<file path="config.mk">
export PLATFORM = sky130hd
export DESIGN_NAME = nhs_device_flat
export DESIGN_NICKNAME = d
export VERILOG_FILES = /design/src/inc/nhs_pkg.sv /design/src/inc/nhs_link_if.sv /design/src/nhs_device.sv /design/src/flat_wrapper.sv
export SDC_FILE = /design/constraint.sdc
export NUM_CORES = 2
export LEC_CHECK = 0
export ABC_AREA = 0
export BUFFER_PORTS_ARGS = -buffer_cell sky130_fd_sc_hd__buf_2
export CAP_MARGIN = 20
export CORE_ASPECT_RATIO = 0.6
export CORE_MARGIN = 2
export CORE_UTILIZATION = 40
export CTS_BUF_LIST = sky130_fd_sc_hd__clkbuf_8
export CTS_CLUSTER_DIAMETER = 30
export DETAILED_ROUTE_END_ITERATION = 7
export SLEW_MARGIN = 0
export SYNTH_ARGS = -nofsm -noshare
export SYNTH_HDL_FRONTEND = slang
export SYNTH_SLANG_ARGS = --single-unit
</file>
<file path="constraint.sdc">
create_clock -name pclk -period 5.1 [get_ports pclk]
set_input_delay 0.51 -clock pclk [delete_from_list [all_inputs] [get_ports pclk]]
set_output_delay 0.51 -clock pclk [all_outputs]
set_load 0.1 [all_outputs]
</file>
<file path="src/inc/nhs_pkg.sv">
// constants shared by both ends of the oscillator bank link
// assumes both ends run on pclk at 40 MHz
package nhs_pkg;

    localparam int NHS_CHANNELS    = 2;
    localparam int NHS_OSCS        = 4;
    localparam int NHS_SAMPLE_W    = 12;
    localparam int NHS_MIX_W       = 13;
    localparam int NHS_RDIV_W      = 16;
    localparam int NHS_RCNT_W      = 22;
    localparam int NHS_RDIV_SHIFT  = 6;

    // cycle counts: selector path 2 sync + pipe + output = 45, sample path pipe + output = 37
    localparam int NHS_SEL_PIPE    = 42;
    localparam int NHS_SAMPLE_PIPE = 36;

    // device config space, word addresses on the config port
    localparam logic [7:0] NHS_ADDR_CTRL   = 8'h00;
    localparam logic [7:0] NHS_ADDR_SELECT = 8'h01;
    localparam logic [7:0] NHS_ADDR_RDIV   = 8'h02;
    localparam logic [7:0] NHS_ADDR_FREQ   = 8'h10;
    localparam logic [7:0] NHS_ADDR_PHASE  = 8'h20;
    localparam logic [7:0] NHS_ADDR_GMASK  = 8'hF8;

    // ctrl field positions
    localparam int NHS_CTRL_SRC_BIT   = 0;
    localparam int NHS_CTRL_LINK_BIT  = 1;
    localparam int NHS_CTRL_ARM_BIT   = 2;
    localparam int NHS_CTRL_EN_BIT    = 3;
    localparam int NHS_ADDR_CHAN_BIT  = 2;

    // host APB byte offsets
    localparam logic [7:0] NHS_HOST_CFG_ADDR = 8'h00;
    localparam logic [7:0] NHS_HOST_CFG_DATA = 8'h04;
    localparam logic [7:0] NHS_HOST_LINK     = 8'h08;
    localparam logic [7:0] NHS_HOST_STATUS   = 8'h0C;

    // host link register fields and reset value (sync deasserted high)
    localparam int NHS_LINK_SYNC_BIT     = 0;
    localparam int NHS_LINK_SYSREF_BIT   = 1;
    localparam int NHS_LINK_HOP_LSB      = 2;
    localparam logic [5:0] NHS_LINK_RESET = 6'h01;

endpackage

</file>
<file path="src/inc/nhs_link_if.sv">
// link between the oscillator bank and its receiver/config host
// assumes the bench resolves nothing: all signals are one-way
`timescale 1ns/1ps
`default_nettype none
interface nhs_link_if;
    // config write port
    logic        cfg_wr;
    logic [7:0]  cfg_addr;
    logic [31:0] cfg_wdata;
    // link start signal, high means deasserted
    logic        link_sync;
    logic        sysref;
    // hop selection pins
    logic        chan_a_hop_pin_lsb;
    logic        chan_a_hop_pin_msb;
    logic        chan_b_hop_pin_lsb;
    logic        chan_b_hop_pin_msb;
    // alignment event back to the host
    logic        align_pulse;

    modport dev (
        input  cfg_wr, cfg_addr, cfg_wdata, link_sync, sysref,
        input  chan_a_hop_pin_lsb, chan_a_hop_pin_msb,
        input  chan_b_hop_pin_lsb, chan_b_hop_pin_msb,
        output align_pulse
    );
    modport host (
        output cfg_wr, cfg_addr, cfg_wdata, link_sync, sysref,
        output chan_a_hop_pin_lsb, chan_a_hop_pin_msb,
        output chan_b_hop_pin_lsb, chan_b_hop_pin_msb,
        input  align_pulse
    );
endinterface
`default_nettype wire

</file>
<file path="src/nhs_device.sv">
// device end: two channels of four phase accumulators with hop select and alignment
// assumes link pins are asynchronous; config writes come from logic on pclk
`timescale 1ns/1ps
`default_nettype none

// Functional notes
// - four oscillators per channel, separately programmable
// - all accumulators advance every clock
// - pin selection follows asynchronous pin changes
// - pins to mixer ~45, sample ~37 cycles
// - source bit 1: pins select, field ignored
// - source bit 0 at reset: field selects
// - selector is binary index, msb first
// - frequency and phase word per accumulator
// - divider zero: add 32-bit word each clock
// - frequency word is a modulo increment
// - frequency rewrite needs later alignment event
// - nonzero divider: exact multiples of step
// - software keeps divider at most 8192
// - phase offset in upper half, added
// - realign on link sync or sysref
// - sync deassertion high realigns all oscillators
// - sync low arms, later rise aligns
// - dc sysref: arm then single pulse
// - arm write lands between sysref edges
// - first sysref rise after arming aligns
// - oscillator output multiplies the real sample
module nhs_device (
    // clock, reset, enable
    input  wire logic                                         pclk,
    input  wire logic                                         presetn,
    input  wire logic                                         ce,
    // link and config from host
    nhs_link_if.dev                                           link,
    // converter samples, one per channel
    input  wire logic [1:0][nhs_pkg::NHS_SAMPLE_W-1:0]        adc_sample,
    // mixer results and selected phase per channel
    output logic      [1:0][nhs_pkg::NHS_MIX_W-1:0]           mix_i,
    output logic      [1:0][nhs_pkg::NHS_MIX_W-1:0]           mix_q,
    output logic      [1:0][31:0]                             nco_phase,
    output logic      [1:0][1:0]                              active_osc
);

    typedef struct packed {
        // pin synchronisers: hop pins, link sync, sysref
        logic [5:0]                                          pin_s1;
        logic [5:0]                                          pin_s2;
        logic                                                sync_prev;
        logic                                                sysref_prev;
        // config
        logic                                                osc_select_source;
        logic                                                link_start_align_enable;
        logic                                                sysref_align_arm;
        logic                                                link_enable;
        logic [1:0][1:0]                                     sel_field;
        logic [nhs_pkg::NHS_RDIV_W-1:0]                      rational_step_divider;
        logic [1:0][3:0][31:0]                               freq_word;
        logic [1:0][3:0][15:0]                               phase_offset;
        // oscillator state
        logic [1:0][3:0][31:0]                               acc;
        logic [nhs_pkg::NHS_RCNT_W-1:0]                      rdiv_cnt;
        logic                                                sync_armed;
        // latency pipes
        logic [1:0][nhs_pkg::NHS_SEL_PIPE-1:0][1:0]          sel_pipe;
        logic [1:0][nhs_pkg::NHS_SAMPLE_PIPE-1:0][nhs_pkg::NHS_SAMPLE_W-1:0] sample_pipe;
        // outputs
        logic [1:0][nhs_pkg::NHS_MIX_W-1:0]                  mix_i;
        logic [1:0][nhs_pkg::NHS_MIX_W-1:0]                  mix_q;
        logic [1:0][31:0]                                    nco_phase;
        logic [1:0][1:0]                                     active_osc;
        logic                                                align_pulse;
    } nhs_dev_s;

    nhs_dev_s st_reg;
    nhs_dev_s st_next;

    logic [5:0] pins_raw;

    assign pins_raw = {link.sysref, link.link_sync,
                       link.chan_b_hop_pin_msb, link.chan_b_hop_pin_lsb,
                       link.chan_a_hop_pin_msb, link.chan_a_hop_pin_lsb};

    always_comb begin
        logic                               sync_now;
        logic                               sysref_now;
        logic                               sync_rise;
        logic                               sync_fall;
        logic                               sysref_rise;
        logic                               link_mode;
        logic                               align;
        logic                               rdiv_wrap;
        logic [nhs_pkg::NHS_RCNT_W-1:0]     rdiv_last;
        logic [1:0]                         sel_src;
        logic [1:0]                         sel_out;
        logic [31:0]                        ph;
        logic signed [nhs_pkg::NHS_MIX_W-1:0] smp;
        logic [7:0]                         wa;
        sync_now    = 1'b0;
        sysref_now  = 1'b0;
        sync_rise   = 1'b0;
        sync_fall   = 1'b0;
        sysref_rise = 1'b0;
        link_mode   = 1'b0;
        align       = 1'b0;
        rdiv_wrap   = 1'b0;
        rdiv_last   = '0;
        sel_src     = 2'h0;
        sel_out     = 2'h0;
        ph          = 32'h00000000;
        smp         = '0;
        wa          = link.cfg_addr;
        st_next     = st_reg;

        // two flops before anything looks at a pin
        st_next.pin_s1 = pins_raw;
        st_next.pin_s2 = st_reg.pin_s1;
        sync_now       = st_reg.pin_s2[4];
        sysref_now     = st_reg.pin_s2[5];
        st_next.sync_prev   = sync_now;
        st_next.sysref_prev = sysref_now;
        sync_rise   = sync_now && !st_reg.sync_prev;
        sync_fall   = !sync_now && st_reg.sync_prev;
        sysref_rise = sysref_now && !st_reg.sysref_prev;

        // link-sync alignment: fall arms, rise aligns, only while link start align and link enable are both set
        link_mode = st_reg.link_start_align_enable && st_reg.link_enable;
        if (link_mode && sync_fall) begin
            st_next.sync_armed = 1'b1;
        end
        if (link_mode && sync_rise && st_reg.sync_armed) begin
            align              = 1'b1;
            st_next.sync_armed = 1'b0;
        end
        if (!link_mode) begin
            st_next.sync_armed = 1'b0;
        end

        // sysref alignment consumes the arm bit
        if (st_reg.sysref_align_arm && sysref_rise) begin
            align                    = 1'b1;
            st_next.sysref_align_arm = 1'b0;
        end

        // rational mode: after 64*divider clocks an integer multiple of the step
        // has accumulated whole cycles, so the phase lands exactly on zero
        rdiv_last = nhs_pkg::NHS_RCNT_W'({st_reg.rational_step_divider,
                    {nhs_pkg::NHS_RDIV_SHIFT{1'b0}}} - 1);
        rdiv_wrap = (st_reg.rational_step_divider != '0) && (st_reg.rdiv_cnt == rdiv_last);
        if (align || rdiv_wrap || (st_reg.rational_step_divider == '0)) begin
            st_next.rdiv_cnt = '0;
        end else begin
            st_next.rdiv_cnt = st_reg.rdiv_cnt + 1'b1;
        end

        for (int c = 0; c < nhs_pkg::NHS_CHANNELS; c++) begin
            for (int x = 0; x < nhs_pkg::NHS_OSCS; x++) begin
                if (align || rdiv_wrap) begin
                    st_next.acc[c][x] = 32'h00000000;
                end else begin
                    // unselected oscillators keep running; wraps modulo 2^32
                    st_next.acc[c][x] = st_reg.acc[c][x] + st_reg.freq_word[c][x];
                end
            end

            // selector source, then the hop latency pipe
            if (st_reg.osc_select_source) begin
                sel_src = {st_reg.pin_s2[2 * c + 1], st_reg.pin_s2[2 * c]};
            end else begin
                sel_src = st_reg.sel_field[c];
            end
            st_next.sel_pipe[c] = {st_reg.sel_pipe[c][nhs_pkg::NHS_SEL_PIPE-2:0], sel_src};
            st_next.sample_pipe[c] = {st_reg.sample_pipe[c][nhs_pkg::NHS_SAMPLE_PIPE-2:0],
                                      adc_sample[c]};
            sel_out = st_reg.sel_pipe[c][nhs_pkg::NHS_SEL_PIPE-1];

            // offset sits in the upper half of the phase word
            ph  = st_reg.acc[c][sel_out] + {st_reg.phase_offset[c][sel_out], 16'h0000};
            smp = nhs_pkg::NHS_MIX_W'($signed(st_reg.sample_pipe[c][nhs_pkg::NHS_SAMPLE_PIPE-1]));
            st_next.active_osc[c] = sel_out;
            st_next.nco_phase[c]  = ph;

            // quadrant-resolution exponential: cheap, but only a coarse carrier
            case (ph[31:30])
                2'h0: begin
                    st_next.mix_i[c] = smp;
                    st_next.mix_q[c] = '0;
                end
                2'h1: begin
                    st_next.mix_i[c] = '0;
                    st_next.mix_q[c] = smp;
                end
                2'h2: begin
                    st_next.mix_i[c] = -smp;
                    st_next.mix_q[c] = '0;
                end
                default: begin
                    st_next.mix_i[c] = '0;
                    st_next.mix_q[c] = -smp;
                end
            endcase
        end

        // config writes; an arm write in the alignment cycle wins over the clear
        if (link.cfg_wr) begin
            case (wa & nhs_pkg::NHS_ADDR_GMASK)
                nhs_pkg::NHS_ADDR_CTRL: begin
                    if (wa == nhs_pkg::NHS_ADDR_CTRL) begin
                        st_next.osc_select_source       =
                            link.cfg_wdata[nhs_pkg::NHS_CTRL_SRC_BIT];
                        st_next.link_start_align_enable =
                            link.cfg_wdata[nhs_pkg::NHS_CTRL_LINK_BIT];
                        st_next.sysref_align_arm        =
                            link.cfg_wdata[nhs_pkg::NHS_CTRL_ARM_BIT];
                        st_next.link_enable             =
                            link.cfg_wdata[nhs_pkg::NHS_CTRL_EN_BIT];
                    end else if (wa == nhs_pkg::NHS_ADDR_SELECT) begin
                        st_next.sel_field[0] = link.cfg_wdata[1:0];
                        st_next.sel_field[1] = link.cfg_wdata[3:2];
                    end else if (wa == nhs_pkg::NHS_ADDR_RDIV) begin
                        st_next.rational_step_divider =
                            link.cfg_wdata[nhs_pkg::NHS_RDIV_W-1:0];
                    end
                end
                nhs_pkg::NHS_ADDR_FREQ: begin
                    // running phase goes non-deterministic until the next alignment
                    st_next.freq_word[wa[nhs_pkg::NHS_ADDR_CHAN_BIT]][wa[1:0]] =
                        link.cfg_wdata;
                end
                nhs_pkg::NHS_ADDR_PHASE: begin
                    st_next.phase_offset[wa[nhs_pkg::NHS_ADDR_CHAN_BIT]][wa[1:0]] =
                        link.cfg_wdata[15:0];
                end
                default: begin
                    st_next.link_enable = st_reg.link_enable;
                end
            endcase
        end

        st_next.align_pulse = align;
    end

    always_ff @(posedge pclk or negedge presetn) begin
        if (!presetn) begin
            st_reg <= '0;
            // sync pin idles high: no false edge
            st_reg.pin_s1[4] <= 1'b1;
            st_reg.pin_s2[4] <= 1'b1;
            st_reg.sync_prev <= 1'b1;
        end else if (ce) begin
            st_reg <= st_next;
        end
    end

    assign mix_i            = st_reg.mix_i;
    assign mix_q            = st_reg.mix_q;
    assign nco_phase        = st_reg.nco_phase;
    assign active_osc       = st_reg.active_osc;
    assign link.align_pulse = st_reg.align_pulse;

endmodule
`default_nettype wire

</file>
<file path="src/flat_wrapper.sv">
// flat-port wrapper written by rule: the top's interface ports become plain ports
module nhs_device_flat 
  (pclk, presetn, ce, adc_sample, mix_i, mix_q, nco_phase, active_osc, link_cfg_wr, link_cfg_addr, link_cfg_wdata, link_link_sync, link_sysref, link_chan_a_hop_pin_lsb, link_chan_a_hop_pin_msb, link_chan_b_hop_pin_lsb, link_chan_b_hop_pin_msb, link_align_pulse);
  nhs_link_if link_i ();
  input  wire logic pclk;
  input  wire logic presetn;
  input  wire logic ce;
  input  wire logic [1:0][nhs_pkg::NHS_SAMPLE_W-1:0] adc_sample;
  output logic      [1:0][nhs_pkg::NHS_MIX_W-1:0] mix_i;
  output logic      [1:0][nhs_pkg::NHS_MIX_W-1:0] mix_q;
  output logic      [1:0][31:0] nco_phase;
  output logic      [1:0][1:0] active_osc;
  input wire logic [$bits(link_i.cfg_wr)-1:0] link_cfg_wr;
  input wire logic [$bits(link_i.cfg_addr)-1:0] link_cfg_addr;
  input wire logic [$bits(link_i.cfg_wdata)-1:0] link_cfg_wdata;
  input wire logic [$bits(link_i.link_sync)-1:0] link_link_sync;
  input wire logic [$bits(link_i.sysref)-1:0] link_sysref;
  input wire logic [$bits(link_i.chan_a_hop_pin_lsb)-1:0] link_chan_a_hop_pin_lsb;
  input wire logic [$bits(link_i.chan_a_hop_pin_msb)-1:0] link_chan_a_hop_pin_msb;
  input wire logic [$bits(link_i.chan_b_hop_pin_lsb)-1:0] link_chan_b_hop_pin_lsb;
  input wire logic [$bits(link_i.chan_b_hop_pin_msb)-1:0] link_chan_b_hop_pin_msb;
  output wire logic [$bits(link_i.align_pulse)-1:0] link_align_pulse;
  assign link_i.cfg_wr = link_cfg_wr;
  assign link_i.cfg_addr = link_cfg_addr;
  assign link_i.cfg_wdata = link_cfg_wdata;
  assign link_i.link_sync = link_link_sync;
  assign link_i.sysref = link_sysref;
  assign link_i.chan_a_hop_pin_lsb = link_chan_a_hop_pin_lsb;
  assign link_i.chan_a_hop_pin_msb = link_chan_a_hop_pin_msb;
  assign link_i.chan_b_hop_pin_lsb = link_chan_b_hop_pin_lsb;
  assign link_i.chan_b_hop_pin_msb = link_chan_b_hop_pin_msb;
  assign link_align_pulse = link_i.align_pulse;
  nhs_device u_core (.pclk(pclk), .presetn(presetn), .ce(ce), .link(link_i), .adc_sample(adc_sample), .mix_i(mix_i), .mix_q(mix_q), .nco_phase(nco_phase), .active_osc(active_osc));
endmodule
</file>
==> flow_metrics.tcl <==
set metrics [dict create \
    outcome "finished with violations" \
    violations "design-rule violations" \
    wl_met2_um 83700 \
    critPathKind "reg2reg" \
    clock-sinks 1854 \
    rr_worst_depth 14 \
    ys.flop_type "dfrtp_1" \
    relSlewSlack 0.264 \
    io_buffers 194 \
    synth_top_area_frac 0.541 \
    clk_latency_ps 940 \
    cp-start-kind "flip-flop" \
    reg2reg_to "u_core.mix_q[4]$_DFFE_PN0P_" \
    synth_top_family_by_area "multiplexers" \
    finalCriticalPeriod_ps 4790 \
    die_h_um 363 \
    antenna_found_initial 18 \
    hold_class "in2reg" \
    finalCritPeriodShare 0.940 \
    synth_edf_count 0 \
    syn_inst 6371 \
    hold_start "link_cfg_wdata[16]" \
    cts_resized 0 \
    fin_hold_ws_ps 135 \
    routabilityCongestion 0.898 \
    drc_errors 36 \
    clock-root-buffer "clkbuf_8" \
    fin_nets 6949 \
    io_pins 195 \
    routed.top_layer "met4" \
    worstPathRequired_ps 5940 \
    dieArea_mm2 0.218 \
    reg2reg_slack_ps 310 \
    overflow 0 \
    p_leak_nw 47.1 \
    min_delay_path_depth 2 \
    grt_pass1_wl_um 311000 \
    critPathMaxFanout 19 \
    num_vias 52300 \
    dr.pass1.iters 8 \
    grt_pass1_vias 53300 \
    syn_nets 6737 \
    synth_area_leaders "dfrtp_1 (54%), mux2_2 (20%), ha_1 (4.1%)" \
    cts.clk_slew.worst_paths_ps 60 \
    ant_nets 0 \
    route.met3.wl_um 12500 \
    grt_max_degree 191 \
    cap_violations 0 \
    cts_tree "done" \
    endpoint_kind "flip-flop" \
    fin_skew_ps 89.1 \
    synthAdderAreaFrac 0.0435 \
    synth_compound_area_frac 0.0924 \
    fillers 18900 \
    synth_xor_area_frac 0.0309 \
    r2r-start "u_core.st_next[1]$_DFFE_PN0P_" \
    yosysWarningCount 0 \
    cts_setup_buffers 0 \
    hold_viol 0 \
    drt_iter0_markers 3690 \
    setup_viol 0 \
    tightest_slew_ps 1100 \
    cts_made_buffers 348 \
    grt_use_total 0.180 \
    vdd_drop_max_v 0.000370 \
    core_mm2 0.213 \
    drv_slew 0 \
    synth-simple-area-share 0.0398 \
    muxShareOfSynthArea 0.223 \
    ys_ff_latch 1854 \
    critPathLaunch "u_core.st_next[1]$_DFFE_PN0P_" \
    die_width_um 602 \
    vias_per_cell 5.38 \
    rows 131 \
    syn_area_mm2 0.0857 \
    yosysMostFrequentCell "dfrtp_1" \
    crit_arrival_ps 5640 \
    hpwl_um 130000 \
    avgSynthCellArea_um2 13.4 \
    layout-drive-gt1-share 0.365 \
    power.density_mw_per_mm2 480 \
    area_delta_synth_final_pct 13.5 \
    ys_top_cells_by_count "dfrtp_1 (1851), mux2_2 (1497), ha_1 (282)" \
    fin_setup_tns_ps 0 \
    grt_setup_unrepaired "false" \
    synth_cell_types 91 \
    max_clock_freq_mhz 209 \
    synth_area_leader_cell "dfrtp_1" \
    htreeDepth 5 \
    clockBufferDepth 4 \
    wl_um 198000 \
    ys_seq_area_frac 0.541 \
    wl_per_cell_um 20.3 \
    synthArstFlopShare 1.00 \
    drt-met1-wl_um 97200 \
    initial_core_util 0.403 \
]
==> layout make-up <==
type / count / area, um^2 / share of cell area
sequential: 1854 / 46400 / 0.477
multi-input combinational: 3986 / 36900 / 0.379
clock buffer: 423 / 5820 / 0.0598
tap: 2859 / 3580 / 0.0368
timing repair buffer: 308 / 2160 / 0.0222
clock inverter: 199 / 2090 / 0.0215
inverter: 85 / 327 / 0.00336
antenna: 12 / 30.0 / 0.000309
==> critical path, stage by stage, from the launching register on <==
cell,delay [ps]
dfrtp_4,670
mux4_2,560
ha_1,250
fa_1,480
a21o_1,200
a21oi_1,250
o21ai_0,160
a311oi_1,380
o21bai_1,130
a21oi_1,390
o31ai_2,170
buf_4,230
xor2_1,200
nand2_1,380
o2bb2ai_1,310
==> worst max path at each step <==
stage / to / depth (start not counted)
after floorplan: u_core.nco_phase[30]$_DFFE_PN0P_ / 17
after global placement: u_core.nco_phase[30]$_DFFE_PN0P_ / 14
after detailed placement: u_core.mix_i[7]$_DFFE_PN0P_ / 14
after CTS: u_core.nco_phase[30]$_DFFE_PN0P_ / 14
after global routing: u_core.mix_i[10]$_DFFE_PN0P_ / 14
final: u_core.mix_q[4]$_DFFE_PN0P_ / 14
==> placed cells by master, fill, tap and decap left out, types with 12 or more instances in the layout <==
| cell type | synthesis | routed |
|---|---|---|
| mux4_2 | 94 | 94 |
| a22o_1 | 216 | 216 |
| nand4_1 | 46 | 46 |
| buf_2 | 27 | 192 |
| clkinv_2 | 0 | 47 |
| o2bb2ai_1 | 50 | 50 |
| diode_2 | 0 | 12 |
| nand3_1 | 75 | 74 |
| nor2b_1 | 54 | 53 |
| ha_1 | 282 | 282 |
| mux2_2 | 1497 | 1497 |
| xor2_1 | 98 | 98 |
| buf_4 | 121 | 63 |
| nand2b_1 | 26 | 26 |
| nand2_1 | 150 | 150 |
| clkinv_4 | 0 | 12 |
| a31oi_1 | 28 | 28 |
| inv_1 | 85 | 145 |
| dlygate4sd3_1 | 0 | 33 |
| o31ai_1 | 14 | 13 |
| nor2_1 | 176 | 170 |
| o21ai_0 | 145 | 145 |
| and3_1 | 28 | 28 |
| a32o_1 | 12 | 12 |
| clkbuf_8 | 0 | 423 |
| dfrtp_1 | 1851 | 1847 |
| clkinvlp_4 | 0 | 26 |
| and2_1 | 12 | 12 |
| o21a_1 | 31 | 31 |
| a21o_1 | 149 | 149 |
| buf_12 | 0 | 18 |
| o21bai_1 | 47 | 47 |
| or3_1 | 19 | 19 |
| bufinv_16 | 0 | 40 |
| xnor2_1 | 204 | 202 |
| a21oi_1 | 246 | 246 |
| mux2i_1 | 12 | 12 |
| a31o_2 | 20 | 20 |
| a211oi_1 | 25 | 25 |
| nor3_1 | 44 | 43 |
==> routing by layer <==
metal | track usage | up-vias
met5 | 0 | -
met4 | 0.0525 | 0
met3 | 0.0352 | 304
met2 | 0.260 | 1522
met1 | 0.272 | 26800
li1 | - | 23800
==> where the power goes <==
group          total [mW]  internal [mW]  leakage (nW)  switching [mW]
clock network        16.2           9.62          4.23            6.58
registers            21.0           18.4          24.3            2.57
logic                9.45           4.47          18.6            4.98
total                46.7           32.5          47.1            14.1
==> kinds of logic (layout without fill, tap and decap cells) <==
| kind of cell | after synthesis | in the layout |
|---|---|---|
| mux | 1603 | 1603 |
| buf+inv | 531 | 1015 |
| other cells | 0 | 12 |
| simple gates | 684 | 684 |
| xor+xnor | 302 | 302 |
| compound gates | 1105 | 1105 |
| fa+ha+maj | 292 | 292 |
| flops | 1854 | 1854 |
==> per-stage QoR <==
stage | instance area (um^2) | power [mW] | worst slack, ps | utilization | instances
3_5_place_dp | 89000 | 30.7 | 307 | 0.418 | 9058
3_3_place_gp | 89000 | 30.4 | 381 | 0.418 | 9058
6_report | 97300 | 46.7 | 305 | 0.457 | 9726
4_1_cts | 97200 | 47.2 | 383 | 0.457 | 9713
5_1_grt | 97300 | 49.2 | 86.2 | 0.457 | 9719
2_1_floorplan | 85700 | 27.9 | 273 | - | 6371
==> timing repair <==
action | in CTS | in global routing
endpoints found under the hold margin | 111 | 0
setup endpoints to repair | 0 | 0
hold buffers | 33 | 0
Note: power is estimated with default switching activity, not from simulation.
